**config.mk**
```make
export PLATFORM = sky130hd
export DESIGN_NAME = tic_capture_irq
export DESIGN_NICKNAME = d
export VERILOG_FILES = /design/src/tic_pkg.sv /design/src/tic_capture_irq.sv /design/src/tic_edge_detect.sv
export SDC_FILE = /design/constraint.sdc
export NUM_CORES = 1
export LEC_CHECK = 0
export BUFFER_PORTS_ARGS = -buffer_cell sky130_fd_sc_hd__buf_2
export CORE_UTILIZATION = 45
export CTS_CLUSTER_DIAMETER = 120
export DETAILED_ROUTE_END_ITERATION = 8
export PLACE_DENSITY = 0.78
export SLEW_MARGIN = 30
export SYNTH_ARGS = -nofsm -noshare
export SYNTH_HDL_FRONTEND = slang
export SYNTH_SLANG_ARGS = --single-unit
```
**constraint.sdc**
```tcl
create_clock -name core_clk -period 2.3 [get_ports core_clk]
set_clock_uncertainty 0.2 [all_clocks]
set_input_delay 0 -clock core_clk [delete_from_list [all_inputs] [get_ports core_clk]]
set_output_delay 0 -clock core_clk [all_outputs]
set_load 0.02 [all_outputs]
```
**src/tic_pkg.sv**
```systemverilog
package tic_pkg;

  // ****************************************
  // Register map (byte addresses)
  // ****************************************
  localparam logic [7:0] TIC_ADDR_CTRL     = 8'h00;
  localparam logic [7:0] TIC_ADDR_STATUS   = 8'h04;
  localparam logic [7:0] TIC_ADDR_IRQ_EN   = 8'h08;
  localparam logic [7:0] TIC_ADDR_CAP_HIGH = 8'h0c;
  localparam logic [7:0] TIC_ADDR_CAP_LOW  = 8'h10;
  localparam logic [7:0] TIC_ADDR_COUNTER  = 8'h14;
  localparam logic [7:0] TIC_ADDR_RELOAD   = 8'h18;
  localparam logic [7:0] TIC_ADDR_COMPARE  = 8'h1c;

  // ****************************************
  // Field positions
  // ****************************************
  localparam int TIC_CTRL_RUN     = 0;
  localparam int TIC_CTRL_FALLING = 1;
  localparam int TIC_CTRL_W       = 2;

  localparam int TIC_FLG_CAP  = 0;
  localparam int TIC_FLG_FIRST_OVERFLOW_FLAG = 1;
  localparam int TIC_FLG_SECOND_OVERFLOW_FLAG = 2;
  localparam int TIC_FLG_CMP  = 3;
  localparam int TIC_FLG_W    = 4;

  localparam int TIC_CNT_W = 12;
  localparam int TIC_LOW_W = 8;

  // ****************************************
  // Reset values
  // ****************************************
  localparam logic [TIC_CTRL_W-1:0] TIC_CTRL_RST   = 2'h0;
  localparam logic [TIC_FLG_W-1:0]  TIC_FLG_RST    = 4'h0;
  localparam logic [TIC_CNT_W-1:0]  TIC_CNT_RST    = 12'h000;
  localparam logic [TIC_CNT_W-1:0]  TIC_RELOAD_RST = 12'h000;
  localparam logic [TIC_CNT_W-1:0]  TIC_CMP_RST    = 12'hfff;
  localparam logic [TIC_CNT_W-1:0]  TIC_CNT_TOP    = 12'hfff;

  // ****************************************
  // Bus answers
  // ****************************************
  localparam logic [1:0] TIC_RESP_OKAY   = 2'h0;
  localparam logic [1:0] TIC_RESP_SLVERR = 2'h2;

endpackage
```
**src/tic_capture_irq.sv**
```systemverilog
// Operation
// - An edge on the capture pin copies the 12-bit counter into the capture register.
// - Each capture sets the capture flag and leaves the taken value in the register.
// - A set capture flag with its enable set requests the capture interrupt.
// - Reading the high or low capture byte while the flag is set clears the flag.
// - The capture register is read only and holds the latest accepted capture.
// - While the capture flag is set, further edges are ignored, except in the cycle of a capture read.
// - The counter keeps running in wait mode and stops in halt mode.
// - First overflow sets its flag and wakes from wait and active-halt, not halt.
// - Compare sets its flag and wakes from wait only.
// - Capture and second overflow wake from wait only.
// - Compare and capture share one vector; overflows use another.
// - An interrupt is raised only if enabled and the global mask is clear.
`timescale 1ns/10ps

module tic_capture_irq
  import tic_pkg::*;
#(
  parameter int ADDR_W = 8
) (
  input  wire logic              core_clk,
  input  wire logic              rst_b,
  input  wire logic              capture_input_pin,
  input  wire logic              waitMode,
  input  wire logic              haltMode,
  input  wire logic              activeHaltMode,
  input  wire logic              cpuIrqMask,
  output logic                   irqCapCmp,
  output logic                   irqOvf,
  output logic                   irq,
  output logic                   wakeUp,
  input  wire logic [ADDR_W-1:0] s_axi_awaddr,
  input  wire logic              s_axi_awvalid,
  output logic                   s_axi_awready,
  input  wire logic [31:0]       s_axi_wdata,
  input  wire logic [3:0]        s_axi_wstrb,
  input  wire logic              s_axi_wvalid,
  output logic                   s_axi_wready,
  output logic [1:0]             s_axi_bresp,
  output logic                   s_axi_bvalid,
  input  wire logic              s_axi_bready,
  input  wire logic [ADDR_W-1:0] s_axi_araddr,
  input  wire logic              s_axi_arvalid,
  output logic                   s_axi_arready,
  output logic [31:0]            s_axi_rdata,
  output logic [1:0]             s_axi_rresp,
  output logic                   s_axi_rvalid,
  input  wire logic              s_axi_rready
);

  // ****************************************
  // Helpers
  // ****************************************
  function automatic logic [31:0] strbMask(input logic [3:0] strb);
    strbMask = {{8{strb[3]}}, {8{strb[2]}}, {8{strb[1]}}, {8{strb[0]}}};
  endfunction

  function automatic logic isMapped(input logic [7:0] a);
    isMapped = (a == TIC_ADDR_CTRL)     || (a == TIC_ADDR_STATUS)   ||
               (a == TIC_ADDR_IRQ_EN)   || (a == TIC_ADDR_CAP_HIGH) ||
               (a == TIC_ADDR_CAP_LOW)  || (a == TIC_ADDR_COUNTER)  ||
               (a == TIC_ADDR_RELOAD)   || (a == TIC_ADDR_COMPARE);
  endfunction

  // ****************************************
  // Declarations
  // ****************************************
  logic [TIC_CTRL_W-1:0] ctrl;
  logic [TIC_FLG_W-1:0]  flags;
  logic [TIC_FLG_W-1:0]  irqEn;
  logic [TIC_CNT_W-1:0]  free_running_counter;
  logic [TIC_CNT_W-1:0]  capture_value_reg;
  logic [TIC_CNT_W-1:0]  reloadValue;
  logic [TIC_CNT_W-1:0]  compareValue;
  logic                  ovfPhase;
  logic                  capEdge;
  logic                  capAccept;
  logic                  capRead;
  logic                  counting;
  logic                  ovf1Event;
  logic                  cmpEvent;
  logic [TIC_FLG_W-1:0]  setFlags;
  logic [TIC_FLG_W-1:0]  clrFlags;
  logic [TIC_FLG_W-1:0]  pending;
  logic                  awHeld;
  logic                  wHeld;
  logic [7:0]            wAddr;
  logic [31:0]           wData;
  logic [3:0]            wStrb;
  logic                  doWrite;
  logic [31:0]           wMask;
  logic [7:0]            rAddr;
  logic                  arTake;
  logic [31:0]           next_rdata;

  // ****************************************
  // Capture input
  // ****************************************
  tic_edge_detect #(
    .SYNC_STAGES (2)
  ) u_edge (
    .core_clk   (core_clk),
    .rst_b      (rst_b),
    .pinIn      (capture_input_pin),
    .fallingSel (ctrl[TIC_CTRL_FALLING]),
    .edgeSeen   (capEdge)
  );

  // A read that clears the flag in this same cycle lets the edge through
  assign capAccept = capEdge &
                     (~flags[TIC_FLG_CAP] | capRead);

  always_ff @(posedge core_clk or negedge rst_b) begin
    if (!rst_b) begin
      capture_value_reg <= TIC_CNT_RST;
    end else if (capAccept) begin
      capture_value_reg <= free_running_counter;
    end
  end

  // ****************************************
  // Free-running counter
  // ****************************************
  assign counting  = ctrl[TIC_CTRL_RUN] & ~haltMode;
  assign ovf1Event = counting & (free_running_counter == TIC_CNT_TOP);
  assign cmpEvent  = counting & (free_running_counter == compareValue);

  always_ff @(posedge core_clk or negedge rst_b) begin
    if (!rst_b) begin
      free_running_counter <= TIC_CNT_RST;
    end else if (ovf1Event) begin
      free_running_counter <= reloadValue;
    end else if (counting) begin
      free_running_counter <= free_running_counter + 12'h001;
    end
  end

  // Second overflow marks every other first overflow
  always_ff @(posedge core_clk or negedge rst_b) begin
    if (!rst_b) begin
      ovfPhase <= 1'b0;
    end else if (ovf1Event) begin
      ovfPhase <= ~ovfPhase;
    end
  end

  // ****************************************
  // Event flags
  // ****************************************
  always_comb begin
    setFlags               = '0;
    setFlags[TIC_FLG_CAP]  = capAccept;
    setFlags[TIC_FLG_FIRST_OVERFLOW_FLAG] = ovf1Event;
    setFlags[TIC_FLG_SECOND_OVERFLOW_FLAG] = ovf1Event & ovfPhase;
    setFlags[TIC_FLG_CMP]  = cmpEvent;
  end

  always_comb begin
    clrFlags = '0;
    if (doWrite && wAddr == TIC_ADDR_STATUS) begin
      clrFlags = wData[TIC_FLG_W-1:0] & wMask[TIC_FLG_W-1:0];
    end
    clrFlags[TIC_FLG_CAP] = clrFlags[TIC_FLG_CAP] | capRead;
  end

  // Set beats clear so an event in the clearing cycle is kept
  always_ff @(posedge core_clk or negedge rst_b) begin
    if (!rst_b) begin
      flags <= TIC_FLG_RST;
    end else begin
      flags <= (flags & ~clrFlags) | setFlags;
    end
  end

  // ****************************************
  // Interrupts and wake-up
  // ****************************************
  assign pending   = flags & irqEn;
  assign irqCapCmp = ~cpuIrqMask &
                     (pending[TIC_FLG_CAP] | pending[TIC_FLG_CMP]);
  assign irqOvf    = ~cpuIrqMask &
                     (pending[TIC_FLG_FIRST_OVERFLOW_FLAG] | pending[TIC_FLG_SECOND_OVERFLOW_FLAG]);
  assign irq       = irqCapCmp | irqOvf;

  // Halt wins when the mode inputs overlap; only overflow 1 leaves active-halt
  always_comb begin
    if (haltMode) begin
      wakeUp = 1'b0;
    end else if (activeHaltMode) begin
      wakeUp = pending[TIC_FLG_FIRST_OVERFLOW_FLAG];
    end else begin
      wakeUp = waitMode & (|pending);
    end
  end

  // ****************************************
  // AXI4-Lite write channel
  // ****************************************
  assign s_axi_awready = ~awHeld & ~s_axi_bvalid;
  assign s_axi_wready  = ~wHeld & ~s_axi_bvalid;
  assign doWrite       = awHeld & wHeld & ~s_axi_bvalid;
  assign wMask         = strbMask(wStrb);

  always_ff @(posedge core_clk or negedge rst_b) begin
    if (!rst_b) begin
      awHeld <= 1'b0;
      wAddr  <= 8'h00;
    end else if (s_axi_awvalid && s_axi_awready) begin
      awHeld <= 1'b1;
      wAddr  <= {s_axi_awaddr[7:2], 2'h0};
    end else if (doWrite) begin
      awHeld <= 1'b0;
    end
  end

  always_ff @(posedge core_clk or negedge rst_b) begin
    if (!rst_b) begin
      wHeld <= 1'b0;
      wData <= 32'h0000_0000;
      wStrb <= 4'h0;
    end else if (s_axi_wvalid && s_axi_wready) begin
      wHeld <= 1'b1;
      wData <= s_axi_wdata;
      wStrb <= s_axi_wstrb;
    end else if (doWrite) begin
      wHeld <= 1'b0;
    end
  end

  always_ff @(posedge core_clk or negedge rst_b) begin
    if (!rst_b) begin
      s_axi_bvalid <= 1'b0;
      s_axi_bresp  <= TIC_RESP_OKAY;
    end else if (doWrite) begin
      s_axi_bvalid <= 1'b1;
      s_axi_bresp  <= isMapped(wAddr) ? TIC_RESP_OKAY : TIC_RESP_SLVERR;
    end else if (s_axi_bready) begin
      s_axi_bvalid <= 1'b0;
    end
  end

  // Capture and counter words ignore writes; status bits are cleared by writing ones
  always_ff @(posedge core_clk or negedge rst_b) begin
    if (!rst_b) begin
      ctrl         <= TIC_CTRL_RST;
      irqEn        <= TIC_FLG_RST;
      reloadValue  <= TIC_RELOAD_RST;
      compareValue <= TIC_CMP_RST;
    end else if (doWrite) begin
      case (wAddr)
        TIC_ADDR_CTRL: begin
          ctrl <= (ctrl & ~wMask[TIC_CTRL_W-1:0]) |
                  (wData[TIC_CTRL_W-1:0] & wMask[TIC_CTRL_W-1:0]);
        end
        TIC_ADDR_IRQ_EN: begin
          irqEn <= (irqEn & ~wMask[TIC_FLG_W-1:0]) |
                   (wData[TIC_FLG_W-1:0] & wMask[TIC_FLG_W-1:0]);
        end
        TIC_ADDR_RELOAD: begin
          reloadValue <= (reloadValue & ~wMask[TIC_CNT_W-1:0]) |
                         (wData[TIC_CNT_W-1:0] & wMask[TIC_CNT_W-1:0]);
        end
        TIC_ADDR_COMPARE: begin
          compareValue <= (compareValue & ~wMask[TIC_CNT_W-1:0]) |
                          (wData[TIC_CNT_W-1:0] & wMask[TIC_CNT_W-1:0]);
        end
        default: begin
        end
      endcase
    end
  end

  // ****************************************
  // AXI4-Lite read channel
  // ****************************************
  assign s_axi_arready = ~s_axi_rvalid;
  assign arTake        = s_axi_arvalid & s_axi_arready;
  assign rAddr         = {s_axi_araddr[7:2], 2'h0};
  assign capRead       = arTake & flags[TIC_FLG_CAP] &
                         ((rAddr == TIC_ADDR_CAP_HIGH) ||
                          (rAddr == TIC_ADDR_CAP_LOW));

  always_comb begin
    next_rdata = 32'h0000_0000;
    case (rAddr)
      TIC_ADDR_CTRL:     next_rdata[TIC_CTRL_W-1:0] = ctrl;
      TIC_ADDR_STATUS:   next_rdata[TIC_FLG_W-1:0]  = flags;
      TIC_ADDR_IRQ_EN:   next_rdata[TIC_FLG_W-1:0]  = irqEn;
      TIC_ADDR_CAP_HIGH: next_rdata[TIC_CNT_W-TIC_LOW_W-1:0] =
                           capture_value_reg[TIC_CNT_W-1:TIC_LOW_W];
      TIC_ADDR_CAP_LOW:  next_rdata[TIC_LOW_W-1:0] =
                           capture_value_reg[TIC_LOW_W-1:0];
      TIC_ADDR_COUNTER:  next_rdata[TIC_CNT_W-1:0] = free_running_counter;
      TIC_ADDR_RELOAD:   next_rdata[TIC_CNT_W-1:0] = reloadValue;
      TIC_ADDR_COMPARE:  next_rdata[TIC_CNT_W-1:0] = compareValue;
      default:           next_rdata = 32'h0000_0000;
    endcase
  end

  always_ff @(posedge core_clk or negedge rst_b) begin
    if (!rst_b) begin
      s_axi_rvalid <= 1'b0;
      s_axi_rdata  <= 32'h0000_0000;
      s_axi_rresp  <= TIC_RESP_OKAY;
    end else if (arTake) begin
      s_axi_rvalid <= 1'b1;
      s_axi_rdata  <= next_rdata;
      s_axi_rresp  <= isMapped(rAddr) ? TIC_RESP_OKAY : TIC_RESP_SLVERR;
    end else if (s_axi_rready) begin
      s_axi_rvalid <= 1'b0;
    end
  end

  // ****************************************
  // Checks
  // ****************************************
  a_cap_loads: assert property (@(posedge core_clk) disable iff (!rst_b)
    capAccept |=> capture_value_reg == $past(free_running_counter))
    else $error("capture did not take the counter value");

  a_flag_sets: assert property (@(posedge core_clk) disable iff (!rst_b)
    capAccept |=> flags[TIC_FLG_CAP])
    else $error("capture did not set the capture flag");

  a_cap_irq_req: assert property (@(posedge core_clk) disable iff (!rst_b)
    (flags[TIC_FLG_CAP] && irqEn[TIC_FLG_CAP] && !cpuIrqMask) |-> irqCapCmp)
    else $error("pending capture gave no interrupt");

  a_read_clears: assert property (@(posedge core_clk) disable iff (!rst_b)
    (capRead && !capEdge) |=> !flags[TIC_FLG_CAP])
    else $error("capture read did not clear the flag");

  a_cap_holds: assert property (@(posedge core_clk) disable iff (!rst_b)
    !capAccept |=> $stable(capture_value_reg))
    else $error("capture register changed without capture");

  // A capture read can admit an edge in its own cycle, so only cycles without one are held
  a_cap_blocked: assert property (@(posedge core_clk) disable iff (!rst_b)
    (flags[TIC_FLG_CAP] && !capRead) |=> $stable(capture_value_reg))
    else $error("capture taken while flag pending");

  a_halt_stops: assert property (@(posedge core_clk) disable iff (!rst_b)
    haltMode |=> $stable(free_running_counter))
    else $error("counter moved in halt");

  a_halt_nowake: assert property (@(posedge core_clk) disable iff (!rst_b)
    haltMode |-> !wakeUp)
    else $error("wake-up raised in halt");

  a_ahalt_wake: assert property (@(posedge core_clk) disable iff (!rst_b)
    (activeHaltMode && !haltMode) |-> wakeUp == pending[TIC_FLG_FIRST_OVERFLOW_FLAG])
    else $error("active-halt wake-up from wrong source");

  a_wait_wake: assert property (@(posedge core_clk) disable iff (!rst_b)
    (waitMode && !haltMode && !activeHaltMode && pending[TIC_FLG_SECOND_OVERFLOW_FLAG])
      |-> wakeUp)
    else $error("second overflow did not wake from wait");

  a_vector_split: assert property (@(posedge core_clk) disable iff (!rst_b)
    (pending[TIC_FLG_CMP] && !cpuIrqMask) |-> irqCapCmp)
    else $error("compare not on the capture vector");

  a_global_mask: assert property (@(posedge core_clk) disable iff (!rst_b)
    cpuIrqMask |-> !(irqCapCmp || irqOvf || irq))
    else $error("interrupt raised while globally masked");

  a_edge_default: assert property (@(posedge core_clk) disable iff (!rst_b)
    $rose(rst_b) |-> !ctrl[TIC_CTRL_FALLING])
    else $error("edge select not rising after reset");

endmodule

```
**src/tic_edge_detect.sv**
```systemverilog
`timescale 1ns/10ps

module tic_edge_detect #(
  parameter int SYNC_STAGES = 2
) (
  input  wire logic core_clk,
  input  wire logic rst_b,
  input  wire logic pinIn,
  input  wire logic fallingSel,
  output logic      edgeSeen
);

  // ****************************************
  // Synchroniser, first stage read only by the next
  // ****************************************
  logic [SYNC_STAGES-1:0] syncChain;
  logic                   lastLevel;

  always_ff @(posedge core_clk or negedge rst_b) begin
    if (!rst_b) begin
      syncChain <= '0;
    end else begin
      syncChain <= {syncChain[SYNC_STAGES-2:0], pinIn};
    end
  end

  always_ff @(posedge core_clk or negedge rst_b) begin
    if (!rst_b) begin
      lastLevel <= 1'b0;
    end else begin
      lastLevel <= syncChain[SYNC_STAGES-1];
    end
  end

  // Polarity chosen by software; rising by default
  assign edgeSeen = fallingSel ?
                    (lastLevel & ~syncChain[SYNC_STAGES-1]) :
                    (~lastLevel & syncChain[SYNC_STAGES-1]);

endmodule

```
# --- Yosys cells after proc, flatten, opt, wreduce, memory -nomap -nowiden ---
# Cells that the tools add are included.
totals:
  regBits: 102
  inputBits: 64
  output_inout_bits: 45
  wordCells: 136
classes:
  add_sub_neg: 1
  eq_ne: 16
  mux: 19
  bitwise: 50
  reduce_logical: 30
ops:
  columns: ["op", "count"]
  rows:
  - ["6-bit by 3-bit == test with 1-bit output, second input constant", 8]
  - ["12-bit AND", 3]
  - ["6-bit by 2-bit == test with 1-bit output, second input constant", 4]
  - ["12-bit two-way mux", 2]
  - ["12-bit OR", 2]
  - ["1-bit AND", 17]
  - ["4-bit AND", 4]
  - ["8-bit logical NOT", 2]
  - ["2-bit one-hot mux with 8 select lines", 1]
  - ["4-bit one-hot mux with 4 select lines", 1]
  - ["1-bit logical OR", 15]
  - ["2-bit one-hot mux with 7 select lines", 1]
  - ["12-bit by 1-bit adder with 12-bit output, second input constant", 1]
  - ["12-bit == test", 1]
  - ["12-bit == test, second input constant", 1]
  - ["6-bit by 1-bit == test with 1-bit output, second input constant", 2]
  - ["12-bit NOT", 1]
  - ["4-bit one-hot mux with 3 select lines", 1]
  - ["1-bit two-way mux", 10]
  - ["1-bit NOT", 10]
  - ["2-bit nonzero test", 5]
  - ["4-bit NOT", 2]
  - ["4-bit OR", 2]
  - ["2-bit AND reduction", 4]
  - ["8 further kinds", 16]

# --- Longest topological paths before layout ---
# Gate-level depths: netlist (run 1).
depth:
  depth_word: 9
  mapped_depth: 6
  mapped_depth_nobuf: 5

# --- Hierarchy ---
# From an unflattened synthesis (run 1), not the netlist that was laid out.
hier_totals:
  cells_unflattened: 425
  area_unflattened_um2: 5029.8
modules_own_cells:
  columns: ["module", "n_inst", "cells_each", "area_per_inst_um2", "seq_area_each_um2"]
  rows:
  - ["tic_capture_irq", 1, 419, 4932.2, 2442.3]
  - ["tic_edge_detect", 1, 6, 97.6, 75.1]

# --- Least setup slack after synthesis (run 1) ---
# No wires, ideal clock.
synth_timing:
  path_type: "register to register"
  start: "reg free_running_counter[1]"
  end: "reg free_running_counter[5]"
  setup_time_ns: 0.129
  arrival_time_ns: 1.785
  required_time_ns: 1.971
  slack_ns: 0.186
  path_stages_with_launch: 7
  n_path_buf: 1
  period_less_slack_ns: 2.114
  path_cell_list: "dfrtp_1 ha_1 nand4_1 nor4_4 buf_4 o21ai_0 o2bb2ai_1"
synth_via:
  elab_chain_len: 3
  elab_cells_between_ends: 6
  cone_classes: "add/sub: 1; eq/ne: 1; mux: 2; bitwise: 1; reduce/logical: 1"
synth_rtl:
  columns: ["item", "line", "source"]
  rows:
  - ["start: declaration", "tic_capture_irq.sv:71", "logic [TIC_CNT_W-1:0] free_running_counter;"]
  - ["start signal: assignment", "tic_capture_irq.sv:132", "free_running_counter <= reloadValue;"]
  - ["start signal: assignment", "tic_capture_irq.sv:134", "free_running_counter <= free_running_counter + 12'h001;"]
  - ["12-bit by 1-bit adder with 12-bit output / 12-bit == test (equally long branches)", "tic_capture_irq.sv:134, tic_capture_irq.sv:125", null]
  - ["12-bit two-way mux / 1-bit AND (equally long branches)", "tic_capture_irq.sv:133, tic_capture_irq.sv:125", null]
  - ["12-bit two-way mux / 2-bit nonzero test (equally long branches)", null, null]
# Parallel ways exist; a longest one is shown, timed or not. The select of a mux whose other input is x is not followed.
# A chain may end at the register's enable or synchronous reset.

# --- Final worst setup path (run 1) ---
layout_timing:
  start: "in s_axi_araddr[2]"
  end: "reg s_axi_rdata[2]"
layout_via:
  elab_chain_len: 2
  elab_cells_between_ends: 8
  cone_classes: "eq/ne: 7; mux: 1"
layout_rtl:
  columns: ["item", "line", "source"]
  rows:
  - ["start: declaration", "tic_capture_irq.sv:42", "input wire logic [ADDR_W-1:0] s_axi_araddr,"]
  - ["6-bit by 3-bit == test with 1-bit output (tied with other cells)", "tic_capture_irq.sv:285", "case (rAddr)"]
  - ["2-bit one-hot mux with 7 select lines (*)", "tic_capture_irq.sv:285", null]
  - ["end signal: assignment", "tic_capture_irq.sv:307", "s_axi_rdata <= next_rdata;"]
  - ["end: declaration", "tic_capture_irq.sv:45", "output logic [31:0] s_axi_rdata,"]
# Every way passes the cells marked *; elsewhere a longest branch is shown, timed or not.

==> results of run 1 <==
==> area by class of cell <==
type | count | area (um2) | area share [%]
clock buffers | 10 | 127.6 | 2.112
well taps | 136 | 170.2 | 2.816
inverters | 5 | 18.77 | 0.3106
multi-input cells | 292 | 2240 | 37.07
repair buffers | 122 | 905.9 | 14.99
clock inverters | 6 | 62.56 | 1.035
flip-flops and latches | 100 | 2517 | 41.66
==> logic make-up after synthesis <==
kind of cell	after synthesis	synth area share (%)
buf+inv	49	5.818
other cells	1	0.07549
fa+ha+maj	1	0.2518
simple gates	101	10.98
mux	87	20.71
flops	100	50.68
xor+xnor	15	2.645
compound gates	66	8.841
==> power breakdown <==
part           internal (mW)  switching (mW)  total [mW]
clock                  0.506           0.611        1.12
combinational          0.826           0.636        1.46
sequential              2.25           0.491        2.74
total                   3.58            1.74        5.32
==> worst max-delay path, delay by kind of cell <==
| kind | cells | cell delay, ns |
|---|---|---|
| AOI/OAI and AO/OA | 2 | 0.48 |
| and+or+nand+nor | 1 | 0.40 |
| buffers and inverters | 4 | 1.46 |
==> timing repair <==
action                    4_1_cts  5_1_grt
gates resized for setup         0        0
hold endpoints to repair      139        0
hold buffers                   46        0
==> worst max-delay path by stage <==
stage,end,cells after the start,start,slack (ns)
global route,s_axi_rdata[2],7,s_axi_araddr[2],0.03
floorplan,free_running_counter[5],6,free_running_counter[1],0.19
CTS,register,3,wAddr[5],0.1
global placement,register,3,wAddr[5],0.16
finish,s_axi_rdata[2],7,s_axi_araddr[2],0.07
detailed placement,register,3,wAddr[5],0.12
==> cell usage in the layout, fill, tap and decap left out, types with 4 or more instances in the layout <==
| master | count |
|---|---|
| nand4_1 | 5 |
| clkbuf_8 | 9 |
| inv_1 | 5 |
| a221oi_1 | 5 |
| xor2_1 | 5 |
| dfrtp_1 | 88 |
| or3_1 | 4 |
| xnor2_1 | 10 |
| conb_1 | 22 |
| nand3_1 | 10 |
| nand2_1 | 27 |
| nor3_1 | 5 |
| buf_4 | 16 |
| and2_1 | 4 |
| buf_2 | 59 |
| a22o_1 | 4 |
| mux2_2 | 64 |
| nor2_1 | 18 |
| dlygate4sd3_1 | 45 |
| nand3b_1 | 5 |
| o21ai_0 | 19 |
| mux2_4 | 8 |
| a22oi_1 | 8 |
| mux2i_1 | 12 |
| dfstp_2 | 12 |
| nor2b_1 | 5 |
| a21oi_1 | 11 |
==> metrics by stage <==
step	total power [mW]	setup WS, ns	util, %	instances	area, um2
5_1_grt	5.615	0.02556	57.49	671	6042
4_1_cts	5.312	0.09669	57.49	671	6042
3_3_place_gp	3.980	0.1572	51.21	609	5381
2_1_floorplan	3.592	0.1858	-	441	5046
6_report	5.316	0.06804	57.49	671	6042
3_5_place_dp	4.061	0.1242	51.21	609	5381
==> routing by layer <==
layer / wire length (um) / up-vias / global-route usage (%)
li1: - / 1702 / -
met1: 5084 / 1825 / 29.14
met2: 5577 / 123 / 35.48
met3: 515 / 17 / 3.830
met4: 122 / 0 / 5.382
met5: 0 / - / 0
==> out/metrics.yaml, run 1 <==
run_status:
  status: "finished, final reports clean"
min_path:
  min-delay-start: "capture_input_pin"
  hp-class: "input port to register"
  whs_endpoint: "u_edge.syncChain[0]"
  hold_path_depth: 2
timing:
  setup_tns_ns: 0
  rsz0062_at_grt: "false"
  period_share_pct: 97.04
  slew_viol_final: 0
  worstMarginPinSlew_ns: 0.5054
  setup_viol: 0
  fin_crit_ns: 2.232
  whs_ns: 0.07339
  hold_viol: 0
  max_freq_mhz: 448.0
  relSlewSlack_pct: 66.31
logic_synthesis:
  synth_top_cell_area_share_pct: 44.33
  syn_inst: 420
  ys_seq_elements: 100
  synth.top_cells.by_count: "88 x dfrtp_1, 64 x mux2_2, 27 x nand2_1, 24 x buf_4, 19 x o21ai_0"
  yosysMostFrequentCell: "dfrtp_1"
  avgSynthCellArea_um2: 11.83
  yosysTopAreaCell: "dfrtp_1"
  yosys_warnings: 0
  postSynth.asyncResetShare_pct: 100.0
  syn_area_mm2: 0.004967
  synth_edf_count: 0
  ys_types: 52
  synth_flop_cell: "dfrtp_1"
  ys_seq_area_share_pct: 50.68
  ys_top_cells_by_area: "dfrtp_1 44%, mux2_2 15%, dfstp_2 6.3%"
setup_path:
  ff2ff_path_depth: 3
  crit_fanout: 20
  end_kind: "register"
  r2r_slack_ns: 0.09
  critPathRequiredTime_ns: 2.41
  critical_path_class: "input port to register"
  max_stage_delay_ns: 0.58
  cp.arrival_ns: 2.34
  worstPathCellList: "dlygate4sd3_1 -> buf_2 -> buf_4 -> nor2b_1 -> a221oi_1 -> o31ai_1 -> dlygate4sd3_1"
  setup.worst_path.start_class: "input port"
  regToRegStartpoint: "wAddr[5]"
  slowest_stage: "dlygate4sd3_1"
  cp_common_cell: "dlygate4sd3_1"
clock_tree:
  clk_pin_slew_ns: 0.09
  cts_sinks: 100
  cts_tree: "built"
  htree_levels: 3
  cts_setup_buffers: 0
  root_buffer: "clkbuf_8"
  clock_path_buffers: 2
  cts_buffers: 9
  clk_latency_ns: 0.37
drt:
  ant_nets: 0
  vias_per_cell: 5.465
  drtIter0Drc: 178
  vias: 3667
  dr.pass1.iters: 5
  drc: 0
  routedWlPerCell_um: 16.84
  wl_um: 11300
die:
  start_util_pct: 47.27
  io_pins: 109
  core_area_mm2: 0.01051
  dieArea_mm2: 0.01146
  die_h_um: 107.1
  row_count: 37
  die_w_um: 107.1
placed_design:
  port-buffer-count: 60
  hpwlAfterDp_um: 7942
  place_congestion: 0.9388
cells_and_area:
  fin_nets: 595
  areaGrowthSynthToFinish_pct: 21.64
  num_antenna_cells: 0
  drive_above_1_share_pct: 34.21
  fillCellCount: 845
flow_run:
  max-cap-violations: 0
pwr:
  p_per_area_mw_per_mm2: 879.9
  vdd_drop_max_v: 0.0007366
  p_leak_nw: 2.797
global_routing:
  antenna_found_initial: 0
  overflow: 0
  grt_pass1_vias: 3632
  track_usage_pct: 21.42
  grt_pass1_wl_um: 18730
  grt_max_degree: 53
Note: power is estimated with default switching activity, not from simulation.
==> inputs of run 2 (changes only) <==
SYNTH_HIERARCHICAL = 1   (was unset)
==> run 2 against run 1 <==
Against the previous run: the flow now finishes with violations (negative hold slack); total power fell by 3.3%; core utilization down 1.6 points; via count rose by 1.5%; critical path type is now register to register; largest cell class unchanged.
==> out/metrics.yaml, run 2 <==
logic_synthesis:
  postSynth.asyncResetShare_pct: 100.0  # unchanged
  yosysTopAreaCell: "dfrtp_1"
  synth_flop_cell: "dfrtp_1"
  avgSynthCellArea_um2: 11.83  # about the same
  synth_top_cell_area_share_pct: 43.78  # -0.55 points
  syn_inst: 425  # +1.2%
  synth_edf_count: 0  # unchanged
  ys_seq_area_share_pct: 50.05  # -0.63 points
  yosys_warnings: 6  # +6
  syn_area_mm2: 0.005030  # +1.3%
  ys_top_cells_by_area: "dfrtp_1 44%, mux2_2 14%, dfstp_2 6.3%"
  synth.top_cells.by_count: "88 x dfrtp_1, 64 x mux2_2, 28 x nand2_1, 23 x buf_4, 19 x nand3_1"
  ys_types: 65  # +25%
  ys_seq_elements: 100  # unchanged
  yosysMostFrequentCell: "dfrtp_1"
global_routing:
  overflow: 0  # unchanged
  track_usage_pct: 20.81  # -0.62 points
  antenna_found_initial: 0  # unchanged
  grt_max_degree: 41  # -23%
  grt_pass1_wl_um: 18300  # -2.3%
  grt_pass1_vias: 3635  # +0.083%
run_status:
  violations: "negative hold slack"
  status: "finished, violations left"
timing:
  fin_crit_ns: 2.197  # -0.03450 ns
  whs_ns: -0.01421  # -0.08760 ns
  setup_tns_ns: 0  # unchanged
  setup_ws_ns: 0.1025  # +0.03450 ns
  slew_viol_final: 0  # unchanged
  max_freq_mhz: 455.1  # +1.6%
  relSlewSlack_pct: 63.68  # -2.6 points
  worstMarginPinSlew_ns: 0.5403  # +0.03488 ns
  period_share_pct: 95.54  # -1.5 points
  rsz0062_at_grt: "false"
  hold_viol: 1  # +1
  setup_viol: 0  # unchanged
drt:
  routedWlPerCell_um: 16.53  # -1.9%
  wl_met2_um: 5384  # -3.5%
  wl_um: 11190  # -0.99%
  vias_per_cell: 5.499  # +0.63%
  vias: 3723  # +1.5%
  drtIter0Drc: 260  # +46%
  dr.pass1.iters: 5  # unchanged
  ant_nets: 0  # unchanged
  highest_layer: "met4"
  wl_met3_um: 687  # +33%
  wirelength_met1_um: 4968  # -2.3%
  drc: 0  # unchanged
placed_design:
  place_congestion: 0.9029  # -3.8%
  place_area_mm2: 0.005508  # +2.3%
  pre_cts_ws_ns: 0.1356  # +0.01135 ns
  hpwlAfterDp_um: 8142  # +2.5%
  port-buffer-count: 60  # unchanged
setup_path:
  setup.worst_path.start_class: "register"
  r2r_slack_ns: 0.10  # about the same
  regToRegStartpoint: "wAddr[5]"
  startpoint: "wAddr[5]"
  crit_fanout: 8  # -60%
  cp.depth: 3  # -4
  critPathRequiredTime_ns: 2.40  # about the same
  end_kind: "register"
  ff2ff_path_depth: 3  # unchanged
  max_stage_delay_ns: 0.59  # about the same
  critical_path_class: "register to register"
  slowest_stage: "or3_1"
  cp_top_family: "simple AND/OR/NAND/NOR gates"
  cp.arrival_ns: 2.29  # -0.05 ns
  worstPathCellList: "or4b_4 -> or3_1 -> mux2_4"
  path_buf_inv: 0  # -4
die:
  row_count: 38  # +2.7%
  dieArea_mm2: 0.01160  # +1.2%
  die_w_um: 107.7  # +0.62%
  start_util_pct: 46.20  # -1.1 points
  io_pins: 109  # unchanged
  die_h_um: 107.7  # +0.62%
  core_area_mm2: 0.01089  # +3.6%
clock_tree:
  htree_levels: 3  # unchanged
  cts_tree: "built"
  root_buffer: "clkbuf_8"
  clk_pin_slew_ns: 0.11  # +0.02 ns
  clock_path_buffers: 2  # unchanged
  clk_latency_ns: 0.37  # about the same
  cts_buffers: 9  # unchanged
  cts_sinks: 100  # unchanged
cells_and_area:
  seq_area_mm2: 0.002517  # unchanged
  multi_input_area_mm2: 0.002286  # +2.1%
  final_area_mm2: 0.006088  # +0.77%
  num_antenna_cells: 0  # unchanged
  areaGrowthSynthToFinish_pct: 21.04
  fillCellCount: 927  # +9.7%
  layout_common_cells: "88 x dfrtp_1, 64 x mux2_2, 59 x buf_2"
  fin_nets: 597  # +0.34%
  final_common_cell: "dfrtp_1"
  fin_util_pct: 55.92  # -1.6 points
  drive_above_1_share_pct: 38.55  # +4.3 points
pwr:
  vdd_drop_max_v: 0.0005793  # -21%
  p_total_mw: 5.140  # -3.3%
  p_leak_nw: 2.800  # +0.11%
  sw_frac_of_total_pct: 33.71  # +1.0 points
  clkPwrFrac_pct: 21.1  # about the same
  p_seq_share_pct: 52.0  # +0.5 points
  comb_power_share_pct: 26.8  # -0.7 points
  p_sw_mw: 1.733  # -0.31%
  p_per_area_mw_per_mm2: 844.2  # -4.1%
  p_int_mw: 3.407  # -4.8%
flow_run:
  max-cap-violations: 0  # unchanged
min_path:
  hp-class: "input port to register"
  hold_path_depth: 4  # +2
==> run 2: cell types whose count changed in the layout (fill, tap and decap cells not counted), moves of 3 or more <==
cell and change:
a21oi_1 -4, a221oi_1 -5, a32o_1 +5, buf_4 +10
dlygate4sd3_1 -10, inv_8 +4, mux2i_1 -5, nand3_1 +9
nor2_1 -5, nor3_1 +3, o21ai_0 -7, o31ai_1 -3
==> run 2: worst min-delay path by stage <==
stage / start / to / slack [ns]
floorplan: rst_b / asynchronous set/reset pin / -0.50
global placement: rst_b / u_edge/syncChain[0] / -0.22
detailed placement: rst_b / u_edge/syncChain[0] / -0.22
CTS: s_axi_araddr[4] / s_axi_rdata[1] / 0.006
global route: capture_input_pin / u_edge/syncChain[0] / 0.03
finish: s_axi_araddr[5] / s_axi_rresp[1] / -0.01
==> run 2: what timing repair did <==
item | in CTS | in global routing
gates resized for setup | 0 | 5
hold buffers | 35 | 2
endpoints found under the hold margin | 125 | 1
endpoints found under the setup margin | 0 | 12
setup buffers | 0 | 0
==> run 2: cells by family (layout without fill, tap and decap cells) <==
family	count (synthesis)	after routing	share of synthesized area, %
buf+inv	53	144	6.144
simple gates	114	114	12.64
xor+xnor	13	13	2.264
mux	83	83	19.90
other cells	1	22	0.07456
fa+ha+maj	1	1	0.2487
compound gates	60	60	8.682
flops	100	100	50.05
==> run 2: worst register-to-register path, cell delays in order, from the launching register on <==
cell and delay [ns]:
dfrtp_1 0.40, or4b_4 0.55, or3_1 0.59, mux2_4 0.38
==> run 2: cell type report <==
class                      instances  area share [%]
clock inverter                     7           1.110
tap                              140           2.877
multi-input combinational        293           37.55
sequential                       100           41.35
clock buffer                       9           2.035
timing repair buffer             124           14.84
inverter                           4          0.2466
==> run 2: through the flow <==
step	std cells	hold slack, ns
6_report	677	-0.01421
5_1_grt	677	0.03313
4_1_cts	675	0.005686
3_5_place_dp	624	-0.2161
3_3_place_gp	624	-0.2167
2_1_floorplan	446	-0.4956
==> run 2: metal layers <==
metal | global-route usage, % | vias up
li1 | - | 1713
met1 | 28.06 | 1828
met2 | 34.20 | 165
met3 | 3.692 | 17
met4 | 6.164 | 0
met5 | 0 | -
==> run 2: power by group through the flow <==
| stage | Sequential (mW) | Clock (mW) | Combinational, mW |
|---|---|---|---|
| final | 2.67 | 1.09 | 1.38 |
| after global routing | 2.74 | 1.19 | 1.50 |
| after detailed placement | 2.70 | 0 | 1.31 |
| after floorplan | 2.55 | 0 | 0.984 |
| after CTS | 2.66 | 1.11 | 1.37 |
| after global placement | 2.67 | 0 | 1.26 |
==> inputs of run 3 (changes only) <==
CORE_MARGIN = 1.5   (was unset)
SYNTH_HIERARCHICAL = unset   (was 1)
==> run 3 against run 2 <==
Against the previous run: the flow now finishes without violations; sequential share of layout area up 0.060 points; final cell count down 0.59%; wire length down 1.1%.
==> out/metrics.yaml, run 3 (synthesis gave the netlist of run 1 again) <==
clock_tree:
  htree_levels: 3  # unchanged
  root_buffer: "clkbuf_8"
  cts_setup_buffers: 0  # unchanged
  cts_tree: "built"
  clk_latency_ns: 0.37  # about the same
  clk_pin_slew_ns: 0.10  # about the same
  cts_sinks: 100  # unchanged
  clock_path_buffers: 2  # unchanged
  cts_buffers: 9  # unchanged
timing:
  worstMarginPinSlew_ns: 0.5008  # -0.03944 ns
  setup_ws_ns: 0.1001  # -0.002422 ns
  period_share_pct: 95.65  # +0.11 points
  setup_viol: 0  # unchanged
  relSlewSlack_pct: 66.30  # +2.6 points
  hold_viol: 0  # -1
  fin_crit_ns: 2.200  # +0.002422 ns
  max_freq_mhz: 454.6  # -0.11%
  setup_tns_ns: 0  # unchanged
  rsz0062_at_grt: "false"
  slew_viol_final: 0  # unchanged
  whs_ns: 0.002718  # +0.01693 ns
flow_run:
  max-cap-violations: 0  # unchanged
setup_path:
  path_buf_inv: 2  # +2
  cp_top_family: "buffers and inverters"
  cp.arrival_ns: 2.26  # -0.03 ns
  worstPathCellList: "buf_4 -> mux4_2 -> a32oi_1 -> o31ai_1 -> dlygate4sd3_1"
  crit_fanout: 8  # unchanged
  critical_path_class: "register to register"
  startpoint: "free_running_counter[0]"
  setup.worst_path.start_class: "register"
  max_stage_delay_ns: 0.56  # -0.03 ns
  cp.depth: 5  # +2
  regToRegStartpoint: "free_running_counter[0]"
  slowest_stage: "dlygate4sd3_1"
  critPathRequiredTime_ns: 2.36  # -0.04 ns
  ff2ff_path_depth: 5  # +2
  end_kind: "register"
cells_and_area:
  final_cells: 673  # -0.59%
  areaGrowthSynthToFinish_pct: 22.39
  layout_common_cells: "88 x dfrtp_1, 64 x mux2_2, 59 x buf_2"
  final_common_cell: "dfrtp_1"
  fin_util_pct: 56.33  # +0.41 points
  fin_nets: 593  # -0.67%
  seq_area_mm2: 0.002517  # unchanged
  num_antenna_cells: 0  # unchanged
  final_area_mm2: 0.006080  # -0.14%
  fillCellCount: 891  # -3.9%
  multi_input_area_mm2: 0.002247  # -1.7%
  drive_above_1_share_pct: 35.08  # -3.5 points
placed_design:
  dp_cells: 616  # -1.3%
  place_congestion: 0.8759  # -3.0%
  hpwlAfterDp_um: 7901  # -3.0%
  pre_cts_ws_ns: 0.1042  # -0.03133 ns
  port-buffer-count: 60  # unchanged
  place_area_mm2: 0.005421  # -1.6%
pwr:
  p_leak_nw: 2.816  # +0.56%
  vdd_drop_max_v: 0.0007717  # +33%
  p_total_mw: 5.480  # +6.6%
  p_per_area_mw_per_mm2: 901.3  # +6.8%
drt:
  dr.pass1.iters: 4  # -1
  routedWlPerCell_um: 16.45  # -0.48%
  drc: 0  # unchanged
  vias_per_cell: 5.428  # -1.3%
  drtIter0Drc: 216  # -17%
  ant_nets: 0  # unchanged
  vias: 3653  # -1.9%
  wl_um: 11070  # -1.1%
die:
  core_area_mm2: 0.01079  # -0.87%
  dieArea_mm2: 0.01168  # +0.63%
  die_h_um: 108.1  # +0.32%
  die_w_um: 108.1  # +0.32%
  start_util_pct: 46.02  # -0.17 points
  io_pins: 109  # unchanged
  row_count: 38  # unchanged
run_status:
  status: "finished, final reports clean"
global_routing:
  grtUsageMet2_pct: 32.96  # -1.2 points
  grt_max_degree: 97  # +140%
  met3_usage_pct: 4.882  # +1.2 points
  overflow: 0  # unchanged
  antenna_found_initial: 0  # unchanged
  grt_pass1_wl_um: 18080  # -1.2%
  grt_use_met1_pct: 27.01  # -1.0 points
  grt_pass1_vias: 3568  # -1.8%
  globalRoute.busiestLayer: "met2"
  track_usage_pct: 20.01  # -0.80 points
min_path:
  min-delay-start: "s_axi_araddr[5]"
  hp-class: "input port to register"
  hold_path_depth: 4  # unchanged
run 3: cell count changes in the layout (fill, tap and decap cells not counted), sizes merged, moves of 5 or more:
cell | previous run | this run
mux2i | 7 | 12
buf | 89 | 79
dlygate4sd3 | 35 | 41
a32o | 5 | 0
nand3 | 19 | 10
a221oi | 0 | 5
o21ai | 13 | 19
run 3: report_power, final:
group	switching, mW	internal [mW]
logic	0.635	0.794
clock network	0.599	0.727
registers	0.478	2.25
total	1.71	3.77
run 3: path summary, 6_finish.rpt:
kind                                         endpoint  slack (ns)
max reg2reg                            s_axi_rdata[0]        0.10
max                                    s_axi_rdata[0]        0.10
min reg2reg                       u_edge.syncChain[1]        0.18
min in group asynchronous  asynchronous set/reset pin        0.04
min                                    s_axi_rdata[1]       0.003
max in group asynchronous                    wData[5]        1.36
run 3: per-layer routing:
layer / wire [um] / up-vias / share of wire [%]
li1: - / 1691 / -
met1: 5034 / 1832 / 45
met2: 5339 / 117 / 48
met3: 563 / 13 / 5.1
met4: 130 / 0 / 1.2
met5: 0 / - / 0
run 3: area by class of cell:
class                   count  area share [%]
flip-flops and latches    100           41.41
multi-input cells         292           36.96
repair buffers            120           14.49
well taps                 140           2.881
clock buffers              10           2.099
clock inverters             6           1.852
inverters                   5          0.3087
run 3: timing repair:
item,4_1_cts,5_1_grt
resized for setup,0,2
hold endpoints to repair,134,0
hold buffers,41,0
endpoints found under the setup margin,0,1
run 3: tightest hold or removal path, stage by stage:
cell and delay, ns:
buf_2 0.08, nor3_2 0.06, and2_1 0.20, a22o_1 0.20
